[src/include/ppte_pkg.sv]
/*
 * package for the symbol-pair port and transmitter-enable block:
 * register map, field positions, reset values, line timing.
 * assumes a 100 MHz system clock and an AXI4-Lite register bus.
 */
package ppte_pkg;
    // printed register indices; byte address is four times the index
    localparam logic [5:0] PPTE_IDX_RSVD_A = 6'h3e;
    localparam logic [5:0] PPTE_IDX_RSVD_B = 6'h3f;
    // registers of this block, by byte address
    localparam logic [7:0] PPTE_ADDR_MODE = 8'h00;
    localparam logic [7:0] PPTE_ADDR_XSTATE = 8'h04;
    localparam logic [7:0] PPTE_ADDR_STATUS = 8'h08;
    localparam logic [7:0] PPTE_ADDR_RSVD_A = {PPTE_IDX_RSVD_A, 2'b00};
    localparam logic [7:0] PPTE_ADDR_RSVD_B = {PPTE_IDX_RSVD_B, 2'b00};
    // mode register fields
    localparam int PPTE_MODE_XEN_BIT = 0;
    localparam logic PPTE_MODE_XEN_RST = 1'b0;
    // transmit state field
    localparam int PPTE_XSTATE_W = 3;
    localparam logic [2:0] PPTE_XSTATE_OFF = 3'h0;
    localparam logic [2:0] PPTE_XSTATE_RST = 3'h0;
    // status fields
    localparam int PPTE_STAT_SIG_BIT = 0;
    localparam int PPTE_STAT_REQPERR_BIT = 1;
    localparam int PPTE_STAT_TXEN_BIT = 2;
    localparam logic [31:0] PPTE_RSVD_READ = 32'h0000_0000;
    // axi responses
    localparam logic [1:0] PPTE_RESP_OKAY = 2'b00;
    localparam logic [1:0] PPTE_RESP_SLVERR = 2'b10;
    // timing: system clock and serial line rate
    localparam int PPTE_CLK_MHZ = 100;
    localparam int PPTE_LINE_MBPS = 125;
    localparam int PPTE_SYM_BITS = 10;
    // byte clock 12.5 MHz: one 10-bit coded pair per byte clock at the line rate
    localparam int PPTE_BYTE_DIV = (PPTE_CLK_MHZ * PPTE_SYM_BITS) / PPTE_LINE_MBPS;
endpackage

[src/logic/ppte_shift.sv]
/*
 * serialiser/deserialiser for one 10-bit coded pair worth of line bits.
 * assumes bit_en pulses at the line bit rate; loads on load_en.
 */
`timescale 1ns/1ps
`default_nettype none
module ppte_shift #(
    parameter int W = 10
) (
    input wire logic clk,
    input wire logic rst,
    input wire logic bit_en,
    input wire logic load_en,
    input wire logic [W-1:0] load_data,
    input wire logic ser_in,
    output logic ser_out,
    output logic [W-1:0] par_out
);
    logic [W-1:0] tx_sh_ff;
    logic [W-1:0] rx_sh_ff;

    always_ff @(posedge clk or posedge rst) begin
        if (rst) begin
            tx_sh_ff <= '0;
        end else if (load_en) begin
            tx_sh_ff <= load_data;
        end else if (bit_en) begin
            tx_sh_ff <= {tx_sh_ff[W-2:0], 1'b0};
        end
    end

    always_ff @(posedge clk or posedge rst) begin
        if (rst) begin
            rx_sh_ff <= '0;
        end else if (bit_en) begin
            rx_sh_ff <= {rx_sh_ff[W-2:0], ser_in};
        end
    end

    assign ser_out = tx_sh_ff[W-1];
    assign par_out = rx_sh_ff;
endmodule
`default_nettype wire

[src/logic/ppte_top.sv]
/*
 * symbol-pair port and medium transmitter-enable logic with an AXI4-Lite
 * register slave. assumes all pins synchronous to clk; the upstream party
 * keeps odd parity and pair layout on the request path.
 */
`timescale 1ns/1ps
`default_nettype none
module ppte_top import ppte_pkg::*; #(
    parameter int BYTE_DIV = PPTE_BYTE_DIV
) (
    input wire logic clk,
    input wire logic rst,
    input wire logic [7:0] s_axi_awaddr,
    input wire logic s_axi_awvalid,
    output logic s_axi_awready,
    input wire logic [31:0] s_axi_wdata,
    input wire logic [3:0] s_axi_wstrb,
    input wire logic s_axi_wvalid,
    output logic s_axi_wready,
    output logic [1:0] s_axi_bresp,
    output logic s_axi_bvalid,
    input wire logic s_axi_bready,
    input wire logic [7:0] s_axi_araddr,
    input wire logic s_axi_arvalid,
    output logic s_axi_arready,
    output logic [31:0] s_axi_rdata,
    output logic [1:0] s_axi_rresp,
    output logic s_axi_rvalid,
    input wire logic s_axi_rready,
    input wire logic tx_enable_polarity_pin,
    output logic medium_tx_enable_out,
    input wire logic line_serial_in,
    output logic line_serial_out,
    input wire logic line_signal_present,
    input wire logic [3:0] ind_first_sym,
    input wire logic [3:0] ind_second_sym,
    input wire logic ind_is_ctrl,
    output logic indicate_parity,
    output logic indicate_ctrl_flag,
    output logic [7:0] indicate_symbols,
    input wire logic request_parity,
    input wire logic request_ctrl_flag,
    input wire logic [7:0] request_symbols,
    output logic byte_en,
    output logic [7:0] req_pair,
    output logic req_is_ctrl,
    output logic req_parity_err
);
    logic xmit_enable_mode_bit_ff;
    logic [2:0] transmit_state_field_ff;
    logic [3:0] div_ff;
    logic byte_en_ff;
    logic tx_en_ff, sig_ff, req_perr_ff, ser_ff;
    logic bit_en, ser_raw;
    logic [PPTE_SYM_BITS-1:0] rx_par;
    logic [7:0] req_pair_ff;
    logic req_ctrl_ff, ip_ff, ic_ff;
    logic [7:0] is_ff;
    logic aw_ff, w_ff, bv_ff, rv_ff;
    logic [7:0] awaddr_ff;
    logic [31:0] wdata_ff;
    logic [3:0] wstrb_ff;
    logic [1:0] bresp_ff, rresp_ff;
    logic [31:0] rdata_ff;
    logic [31:0] nxt_rdata;
    logic [1:0] nxt_rresp;
    logic do_wr;

    // byte clock enable from the divider; line bit enable tied high, one bit per clk
    always_ff @(posedge clk or posedge rst) begin
        if (rst) begin
            div_ff <= '0;
            byte_en_ff <= 1'b0;
        end else begin
            div_ff <= (div_ff == 4'(BYTE_DIV - 1)) ? 4'h0 : div_ff + 4'h1;
            byte_en_ff <= (div_ff == 4'(BYTE_DIV - 1));
        end
    end
    assign bit_en = 1'b1;

    ppte_shift #(.W(PPTE_SYM_BITS)) u_shift (
        .clk(clk),
        .rst(rst),
        .bit_en(bit_en),
        .load_en(byte_en_ff),
        .load_data({ip_ff, ic_ff, is_ff}),
        .ser_in(line_serial_in),
        .ser_out(ser_raw),
        .par_out(rx_par)
    );

    always_ff @(posedge clk or posedge rst) begin
        if (rst) begin
            ser_ff <= 1'b0;
        end else begin
            ser_ff <= ser_raw;
        end
    end

    // indicate path: one pair per byte clock
    always_ff @(posedge clk or posedge rst) begin
        if (rst) begin
            ip_ff <= 1'b1;
            ic_ff <= 1'b0;
            is_ff <= 8'h00;
        end else if (byte_en_ff) begin
            is_ff <= {ind_first_sym, ind_second_sym};
            ic_ff <= ind_is_ctrl;
            ip_ff <= ~(^{ind_is_ctrl, ind_first_sym, ind_second_sym});
        end
    end

    // request path capture and parity check
    always_ff @(posedge clk or posedge rst) begin
        if (rst) begin
            req_pair_ff <= 8'h00;
            req_ctrl_ff <= 1'b0;
            req_perr_ff <= 1'b0;
        end else if (byte_en_ff) begin
            req_pair_ff <= request_symbols;
            req_ctrl_ff <= request_ctrl_flag;
            req_perr_ff <= ~(^{request_parity, request_ctrl_flag, request_symbols});
        end
    end

    always_ff @(posedge clk or posedge rst) begin
        if (rst) begin
            sig_ff <= 1'b0;
        end else begin
            sig_ff <= line_signal_present;
        end
    end

    always_ff @(posedge clk or posedge rst) begin
        if (rst) begin
            tx_en_ff <= 1'b1;
        end else if (xmit_enable_mode_bit_ff &&
                     transmit_state_field_ff != PPTE_XSTATE_OFF) begin
            tx_en_ff <= tx_enable_polarity_pin;
        end else begin
            tx_en_ff <= ~tx_enable_polarity_pin;
        end
    end

    // axi write channel: address and data taken in either order
    assign do_wr = aw_ff && w_ff && !bv_ff;
    always_ff @(posedge clk or posedge rst) begin
        if (rst) begin
            aw_ff <= 1'b0;
            w_ff <= 1'b0;
            awaddr_ff <= 8'h00;
            wdata_ff <= '0;
            wstrb_ff <= '0;
            bv_ff <= 1'b0;
            bresp_ff <= PPTE_RESP_OKAY;
        end else begin
            if (s_axi_awvalid && !aw_ff) begin
                aw_ff <= 1'b1;
                awaddr_ff <= s_axi_awaddr;
            end
            if (s_axi_wvalid && !w_ff) begin
                w_ff <= 1'b1;
                wdata_ff <= s_axi_wdata;
                wstrb_ff <= s_axi_wstrb;
            end
            if (do_wr) begin
                bv_ff <= 1'b1;
                aw_ff <= 1'b0;
                w_ff <= 1'b0;
                unique case (awaddr_ff)
                    PPTE_ADDR_MODE, PPTE_ADDR_XSTATE: bresp_ff <= PPTE_RESP_OKAY;
                    default: bresp_ff <= PPTE_RESP_SLVERR;
                endcase
            end else if (bv_ff && s_axi_bready) begin
                bv_ff <= 1'b0;
            end
        end
    end

    always_ff @(posedge clk or posedge rst) begin
        if (rst) begin
            xmit_enable_mode_bit_ff <= PPTE_MODE_XEN_RST;
            transmit_state_field_ff <= PPTE_XSTATE_RST;
        end else if (do_wr && wstrb_ff[0]) begin
            if (awaddr_ff == PPTE_ADDR_MODE) begin
                xmit_enable_mode_bit_ff <= wdata_ff[PPTE_MODE_XEN_BIT];
            end
            if (awaddr_ff == PPTE_ADDR_XSTATE) begin
                transmit_state_field_ff <= wdata_ff[PPTE_XSTATE_W-1:0];
            end
        end
    end

    always_comb begin
        nxt_rdata = '0;
        nxt_rresp = PPTE_RESP_OKAY;
        unique case (s_axi_araddr)
            PPTE_ADDR_MODE: nxt_rdata[PPTE_MODE_XEN_BIT] = xmit_enable_mode_bit_ff;
            PPTE_ADDR_XSTATE: nxt_rdata[PPTE_XSTATE_W-1:0] = transmit_state_field_ff;
            PPTE_ADDR_STATUS: begin
                nxt_rdata[PPTE_STAT_SIG_BIT] = sig_ff;
                nxt_rdata[PPTE_STAT_REQPERR_BIT] = req_perr_ff;
                nxt_rdata[PPTE_STAT_TXEN_BIT] = tx_en_ff;
            end
            PPTE_ADDR_RSVD_A, PPTE_ADDR_RSVD_B: nxt_rdata = PPTE_RSVD_READ;
            default: nxt_rresp = PPTE_RESP_SLVERR;
        endcase
    end

    always_ff @(posedge clk or posedge rst) begin
        if (rst) begin
            rv_ff <= 1'b0;
            rdata_ff <= '0;
            rresp_ff <= PPTE_RESP_OKAY;
        end else if (s_axi_arvalid && !rv_ff) begin
            rv_ff <= 1'b1;
            rdata_ff <= nxt_rdata;
            rresp_ff <= nxt_rresp;
        end else if (rv_ff && s_axi_rready) begin
            rv_ff <= 1'b0;
        end
    end

    // ready is the registered "slot free" state
    assign s_axi_awready = !aw_ff;
    assign s_axi_wready = !w_ff;
    assign s_axi_bvalid = bv_ff;
    assign s_axi_bresp = bresp_ff;
    assign s_axi_arready = !rv_ff;
    assign s_axi_rvalid = rv_ff;
    assign s_axi_rdata = rdata_ff;
    assign s_axi_rresp = rresp_ff;
    assign medium_tx_enable_out = tx_en_ff;
    assign line_serial_out = ser_ff;
    assign indicate_parity = ip_ff;
    assign indicate_ctrl_flag = ic_ff;
    assign indicate_symbols = is_ff;
    assign byte_en = byte_en_ff;
    assign req_pair = req_pair_ff;
    assign req_is_ctrl = req_ctrl_ff;
    assign req_parity_err = req_perr_ff;

    AST_TXEN_OFF: assert property (@(posedge clk) disable iff (rst)
        (!xmit_enable_mode_bit_ff || transmit_state_field_ff == PPTE_XSTATE_OFF)
        |=> medium_tx_enable_out == ~$past(tx_enable_polarity_pin))
        else $error("tx enable not inverted while off");
    AST_TXEN_ON: assert property (@(posedge clk) disable iff (rst)
        (xmit_enable_mode_bit_ff && transmit_state_field_ff != PPTE_XSTATE_OFF)
        |=> medium_tx_enable_out == $past(tx_enable_polarity_pin))
        else $error("tx enable not following polarity");
    AST_IND_PARITY: assert property (@(posedge clk) disable iff (rst)
        ^{indicate_parity, indicate_ctrl_flag, indicate_symbols} == 1'b1)
        else $error("indicate parity not odd");
    AST_IND_CTRL: assert property (@(posedge clk) disable iff (rst)
        byte_en_ff |=> indicate_ctrl_flag == $past(ind_is_ctrl))
        else $error("indicate flag wrong");
    AST_IND_ORDER: assert property (@(posedge clk) disable iff (rst)
        byte_en_ff |=> indicate_symbols[7:4] == $past(ind_first_sym)
        && indicate_symbols[3:0] == $past(ind_second_sym))
        else $error("indicate nibble order wrong");
    AST_REQ_PERR: assert property (@(posedge clk) disable iff (rst)
        byte_en_ff |=> req_parity_err ==
        ~(^$past({request_parity, request_ctrl_flag, request_symbols})))
        else $error("request parity check wrong");
    AST_REQ_HOLD: assert property (@(posedge clk) disable iff (rst)
        !byte_en_ff |=> $stable(req_pair) && $stable(req_is_ctrl))
        else $error("request pair changed between byte clocks");
    AST_BYTE_RATE: assert property (@(posedge clk) disable iff (rst)
        byte_en_ff |=> !byte_en_ff [*7] ##1 byte_en_ff)
        else $error("byte enable spacing wrong");
    AST_RSVD_WR: assert property (@(posedge clk) disable iff (rst)
        do_wr && awaddr_ff != PPTE_ADDR_MODE && awaddr_ff != PPTE_ADDR_XSTATE
        |=> s_axi_bvalid && s_axi_bresp == PPTE_RESP_SLVERR)
        else $error("unmapped write not refused");
    AST_SIG: assert property (@(posedge clk) disable iff (rst)
        ##1 sig_ff == $past(line_signal_present))
        else $error("signal detect not tracked");
    COV_TX_ON: cover property (@(posedge clk) disable iff (rst)
        $rose(xmit_enable_mode_bit_ff));
    COV_CTRL_PAIR: cover property (@(posedge clk) disable iff (rst)
        byte_en_ff && ind_is_ctrl);
    COV_REQ_ERR: cover property (@(posedge clk) disable iff (rst) $rose(req_parity_err));
    COV_RD: cover property (@(posedge clk) disable iff (rst) s_axi_rvalid && s_axi_rready);
endmodule
`default_nettype wire

[config.mk]
export PLATFORM = sky130hd
export DESIGN_NAME = ppte_top
export DESIGN_NICKNAME = d
export VERILOG_FILES = /design/src/include/ppte_pkg.sv /design/src/logic/ppte_shift.sv /design/src/logic/ppte_top.sv
export SDC_FILE = /design/constraint.sdc
export NUM_CORES = 1
export LEC_CHECK = 0
export BUFFER_PORTS_ARGS = -buffer_cell sky130_fd_sc_hd__clkbuf_2
export CORE_ASPECT_RATIO = 0.9
export CORE_MARGIN = 2
export CORE_UTILIZATION = 43
export CTS_CLUSTER_DIAMETER = 100
export CTS_CLUSTER_SIZE = 8
export DETAILED_ROUTE_END_ITERATION = 16
export GPL_TIMING_DRIVEN = 0
export PLACE_DENSITY = 0.75
export SLEW_MARGIN = 20
export SYNTH_ARGS = -nofsm -noshare
export SYNTH_HDL_FRONTEND = slang
export SYNTH_HIERARCHICAL = 1
export SYNTH_SLANG_ARGS = --single-unit
[constraint.sdc]
create_clock -name clk -period 1.6 [get_ports clk]
set_input_delay 0.08 -clock clk [delete_from_list [all_inputs] [get_ports clk]]
set_output_delay 0.08 -clock clk [all_outputs]
set_load 0.03 [all_outputs]
Yosys cells after proc, flatten, opt, wreduce, memory -nomap -nowiden
Cells that the tools add are included.
Word-level totals
  bits in registers: 65
  output and inout bits: 64
  word-level logic and storage cells: 75
Operators by class
  add/sub/neg operators: 1
  eq/ne operators: 6
  muxes and demuxes: 15
  bitwise logic cells: 3
  reduce and logical (&&, ||, !) cells: 26
Operator list (count)
  $eq A8 B3 Y1 const B: 2
  $eq A8 B8 Y1 const B: 2
  $logic_not A8 Y1: 2
  $mux W10: 1
  $reduce_xor A10 Y1: 1
  $logic_and A1 B1 Y1: 9
  $mux W1: 9
  $reduce_xor A9 Y1: 1
  $eq A8 B4 Y1 const B: 1
  $reduce_bool A2 Y1: 4
  $reduce_or A5 Y1: 1
  $add A4 B1 Y4 const B: 1
  $eq A4 B3 Y1 const B: 1
  $logic_not A1 Y1: 4
  $mux W2: 2
  $mux W4: 1
  $pmux W2 S2: 1
  $reduce_and A2 Y1: 2
  $not A1 Y1: 3
  $pmux W1 S3: 1
  $reduce_bool A3 Y1: 1
  $reduce_or A2 Y1: 1

Depth between registers and ports, before layout
  depth after elaboration: 4
  mapped depth: 4
  mapped depth without buffers: 4

Cells and area by module
The synthesis kept the hierarchy.
Modules (own cells, without submodules)
  ppte_top: times used 1, cells an instance 195, area each 2468.6 um^2
  ppte_shift: times used 1, cells an instance 65, area each 834.6 um^2

Worst setup path before layout
OpenSTA, ideal clock, no wires.
  path kind: register -> register
  from: register awaddr_ff[7]
  to: register xmit_enable_mode_bit_ff
  arrival: 1.629 ns
  setup slack: -0.154 ns
  stages on the path, launching flop included: 5
  clock period less this slack: 1.754 ns
  cell sequence: dfrtp_1 > or4_4 > nor4_4 > and4b_2 > mux2_2
Between the ends
  longest elaborated chain between the ends: 2
RTL lines
  from (decl): line ppte_top.sv:60  | logic [7:0] awaddr_ff;
  from (signal assigned): line ppte_top.sv:159  | awaddr_ff <= s_axi_awaddr;
  $logic_not A8 Y1: line ppte_top.sv:185  | if (awaddr_ff == PPTE_ADDR_MODE) begin
  $reduce_and A2 Y1 (no source line)
  to (signal assigned): line ppte_top.sv:186  | xmit_enable_mode_bit_ff <= wdata_ff[PPTE_MODE_XEN_BIT];
  to (decl): line ppte_top.sv:49  | logic xmit_enable_mode_bit_ff;
No other way between the ends.
A chain may end at the register's enable or synchronous reset.

Worst setup path after layout
  from: register awaddr_ff[7]
  to: register transmit_state_field_ff[1]
Between the ends
  longest elaborated chain between the ends: 2
RTL lines
  $eq A8 B3 Y1: line ppte_top.sv:188  | if (awaddr_ff == PPTE_ADDR_XSTATE) begin
  $reduce_and A2 Y1 (no source line)
  to (signal assigned): line ppte_top.sv:189  | transmit_state_field_ff <= wdata_ff[PPTE_XSTATE_W-1:0];
  to (decl): line ppte_top.sv:50  | logic [2:0] transmit_state_field_ff;
No other way between the ends.

==> run summary <==
Outcome -> finished with violations
Failing checks -> negative setup slack
Worst setup path class -> register to register
Initial Utilization -> 0.446
DR WL/cell -> 12.5 um
Yosys warnings -> 6
Total Power -> 4660 uW
Worst Reg-to-Reg Cells -> 5
Vias per std cell -> 4.38
Clock root cell -> clkbuf_8
Initial antenna violation count -> 0
CP startpoint kind -> register
Die area -> 7510 um^2
Worst vdd ir -> 1040 uV
Worst Min Path Start -> request_symbols[2]
Vias in the first global route -> 2132
Slew @ Worst Pin -> 604 ps
RSZ-0062 raised after global routing -> yes
Tmin final -> 1830 ps
Chip width -> 91.1 um
DR pass1 iterations -> 4
Worst EP arrival -> 2050 ps
Die Y -> 82.4 um
Nets -> 479
DR vias -> 2156
DRC errors left -> 0
Max Slew Vio Count -> 0
Max-cap viol count -> 0
DRT antenna net count -> 0
Post-route setup slack -> -228 ps
Final Routed Wirelength -> 6140 um
Pwr dens -> 1130 nW/um^2
Fin crit share -> 1.14
Final Util -> 0.626
Largest net degree at the start of global routing -> 30
Slew headroom -> 0.597
Num ports -> 145
Number of H-tree levels -> 3
Antenna Cells -> 0
Core area -> 6590 um^2
Share of layout cells above drive strength 1 -> 0.425
First-pass GRT wire length -> 9990 um
Cell Area, Synth -> 2940 um^2
Critical path fanouts, max -> 3
Cell count after synthesis -> 240
DRT iter0 DRCs -> 61
Area added between synthesis and finish -> 40.4%
Reg2reg setup slack -> -230 ps
CP Capture Type -> register
Peak Freq -> 547 MHz
LEAKAGE -> 0.00207 uW
CTS Buffer Depth -> 2
Num CTS Buffers -> 9
WHS Endpoint -> req_pair[2]
Row count -> 28
Clock Pin Slew Worst Setup and Hold Paths -> 70 ps
R2R Path End -> transmit_state_field_ff[1]
WP data required -> 1820 ps
Post-synthesis average cell area -> 12.2 um^2
Worst Hold Class -> input pin to register
Final Hold Viols -> 0
Congestion Overflow GR -> 0
Buffers on Ports -> 80
CTS tree -> done
HPWL after detailed placement -> 4460 um
Gp weighted congestion -> 0.782
Hold depth -> 2
Clock Skew -> 4.93 ps
Clock sink count -> 63
Final setup viols -> 4
Overall Global Routing Usage -> 0.175
R2r startpoint -> awaddr_ff[7]
Later-pin clock latency in the skew report -> 330 ps
## how the worst max path moves through the flow
stage / startpoint / to / cells past startpoint
detailed placement: awaddr_ff[7] / xmit_enable_mode_bit_ff / 4
floorplan: awaddr_ff[7] / xmit_enable_mode_bit_ff / 4
finish: awaddr_ff[7] / transmit_state_field_ff[1] / 5
global placement: rst / aw_ff / 2
CTS: awaddr_ff[7] / xmit_enable_mode_bit_ff / 4
global route: awaddr_ff[7] / transmit_state_field_ff[1] / 5
## sequential cells by signal, summed over array words and instances (netlist names), 3 cells and up
register / cells
s_axi_rdata: 3
awaddr_ff: 8
div_ff: 4
transmit_state_field_ff: 3
u_shift/tx_sh_ff: 10
req_pair: 8
indicate_symbols: 8
wdata_ff: 3
## power breakdown
group / total, uW / switching (uW) / internal, uW / leakage, uW
registers: 2160 / 244 / 1920 / 0.000756
logic: 1290 / 712 / 578 / 0.00123
clock network: 1210 / 566 / 642 / 0.0000894
## timing repair
item | in CTS | in global routing
pin swaps | 1 | 1
setup endpoints to repair | 4 | 4
hold buffers | 33 | 0
buffers inserted | 0 | 1
endpoints found under the hold margin | 65 | 0
resized for setup | 1 | 1
## layout by cell type (no fill, tap or decap), types with 2 or more instances in the layout
master	count
mux2i_1	10
nor2b_1	4
clkbuf_1	7
dlygate4sd3_1	33
nand3_1	3
inv_1	6
clkbuf_8	11
a21oi_1	3
o31ai_1	5
xnor3_1	2
nand2_1	18
clkbuf_2	80
conb_1	33
mux2_4	4
xnor2_1	11
dfrtp_1	61
o21ai_1	9
a22oi_1	2
dfstp_2	2
mux2_2	31
xor2_1	4
clkinv_2	2
buf_4	32
o21ai_0	4
buf_6	2
nor2_1	10
## worst max-delay path, cell delays in order (launching register included)
cell	delay (ps)
dfrtp_1	370
or4_4	550
nor4_4	190
buf_4	170
nand4_4	100
mux2_4	320
## routing by layer
layer / GRT usage / vias up / share of wire
met3: 0.0581 / 10 / 0.057
met4: 0.0636 / 0 / 0.014
met2: 0.313 / 74 / 0.53
met1: 0.199 / 1010 / 0.40
met5: 0 / - / 0
li1: - / 1062 / -
## cell type report
cell class / count / area (um^2)
Fill cell: 525 / 2460
Sequential cell: 63 / 1580
Multi-Input combinational cell: 163 / 1200
Timing Repair Buffer: 115 / 758
Buffer: 38 / 274
Clock buffer: 13 / 159
Tap cell: 90 / 113
Inverter: 7 / 26.3
Clock inverter: 3 / 17.5
## through the flow
| stage | hold slack [ps] | setup TNS (ps) | setup WS, ps | cell area [um^2] | cells |
|---|---|---|---|---|---|
| final | 19.1 | -890 | -228 | 4120 | 492 |
| after CTS | 4.50 | -951 | -247 | 4110 | 491 |
| after global routing | 2.37 | -1190 | -306 | 4120 | 492 |
| after detailed placement | 79.4 | -884 | -256 | 3600 | 442 |
| after floorplan | -79.8 | -395 | -151 | 3060 | 271 |
| after global placement | 63.7 | -23760 | -452 | 3580 | 441 |
Power figures use the tool's default switching activity.
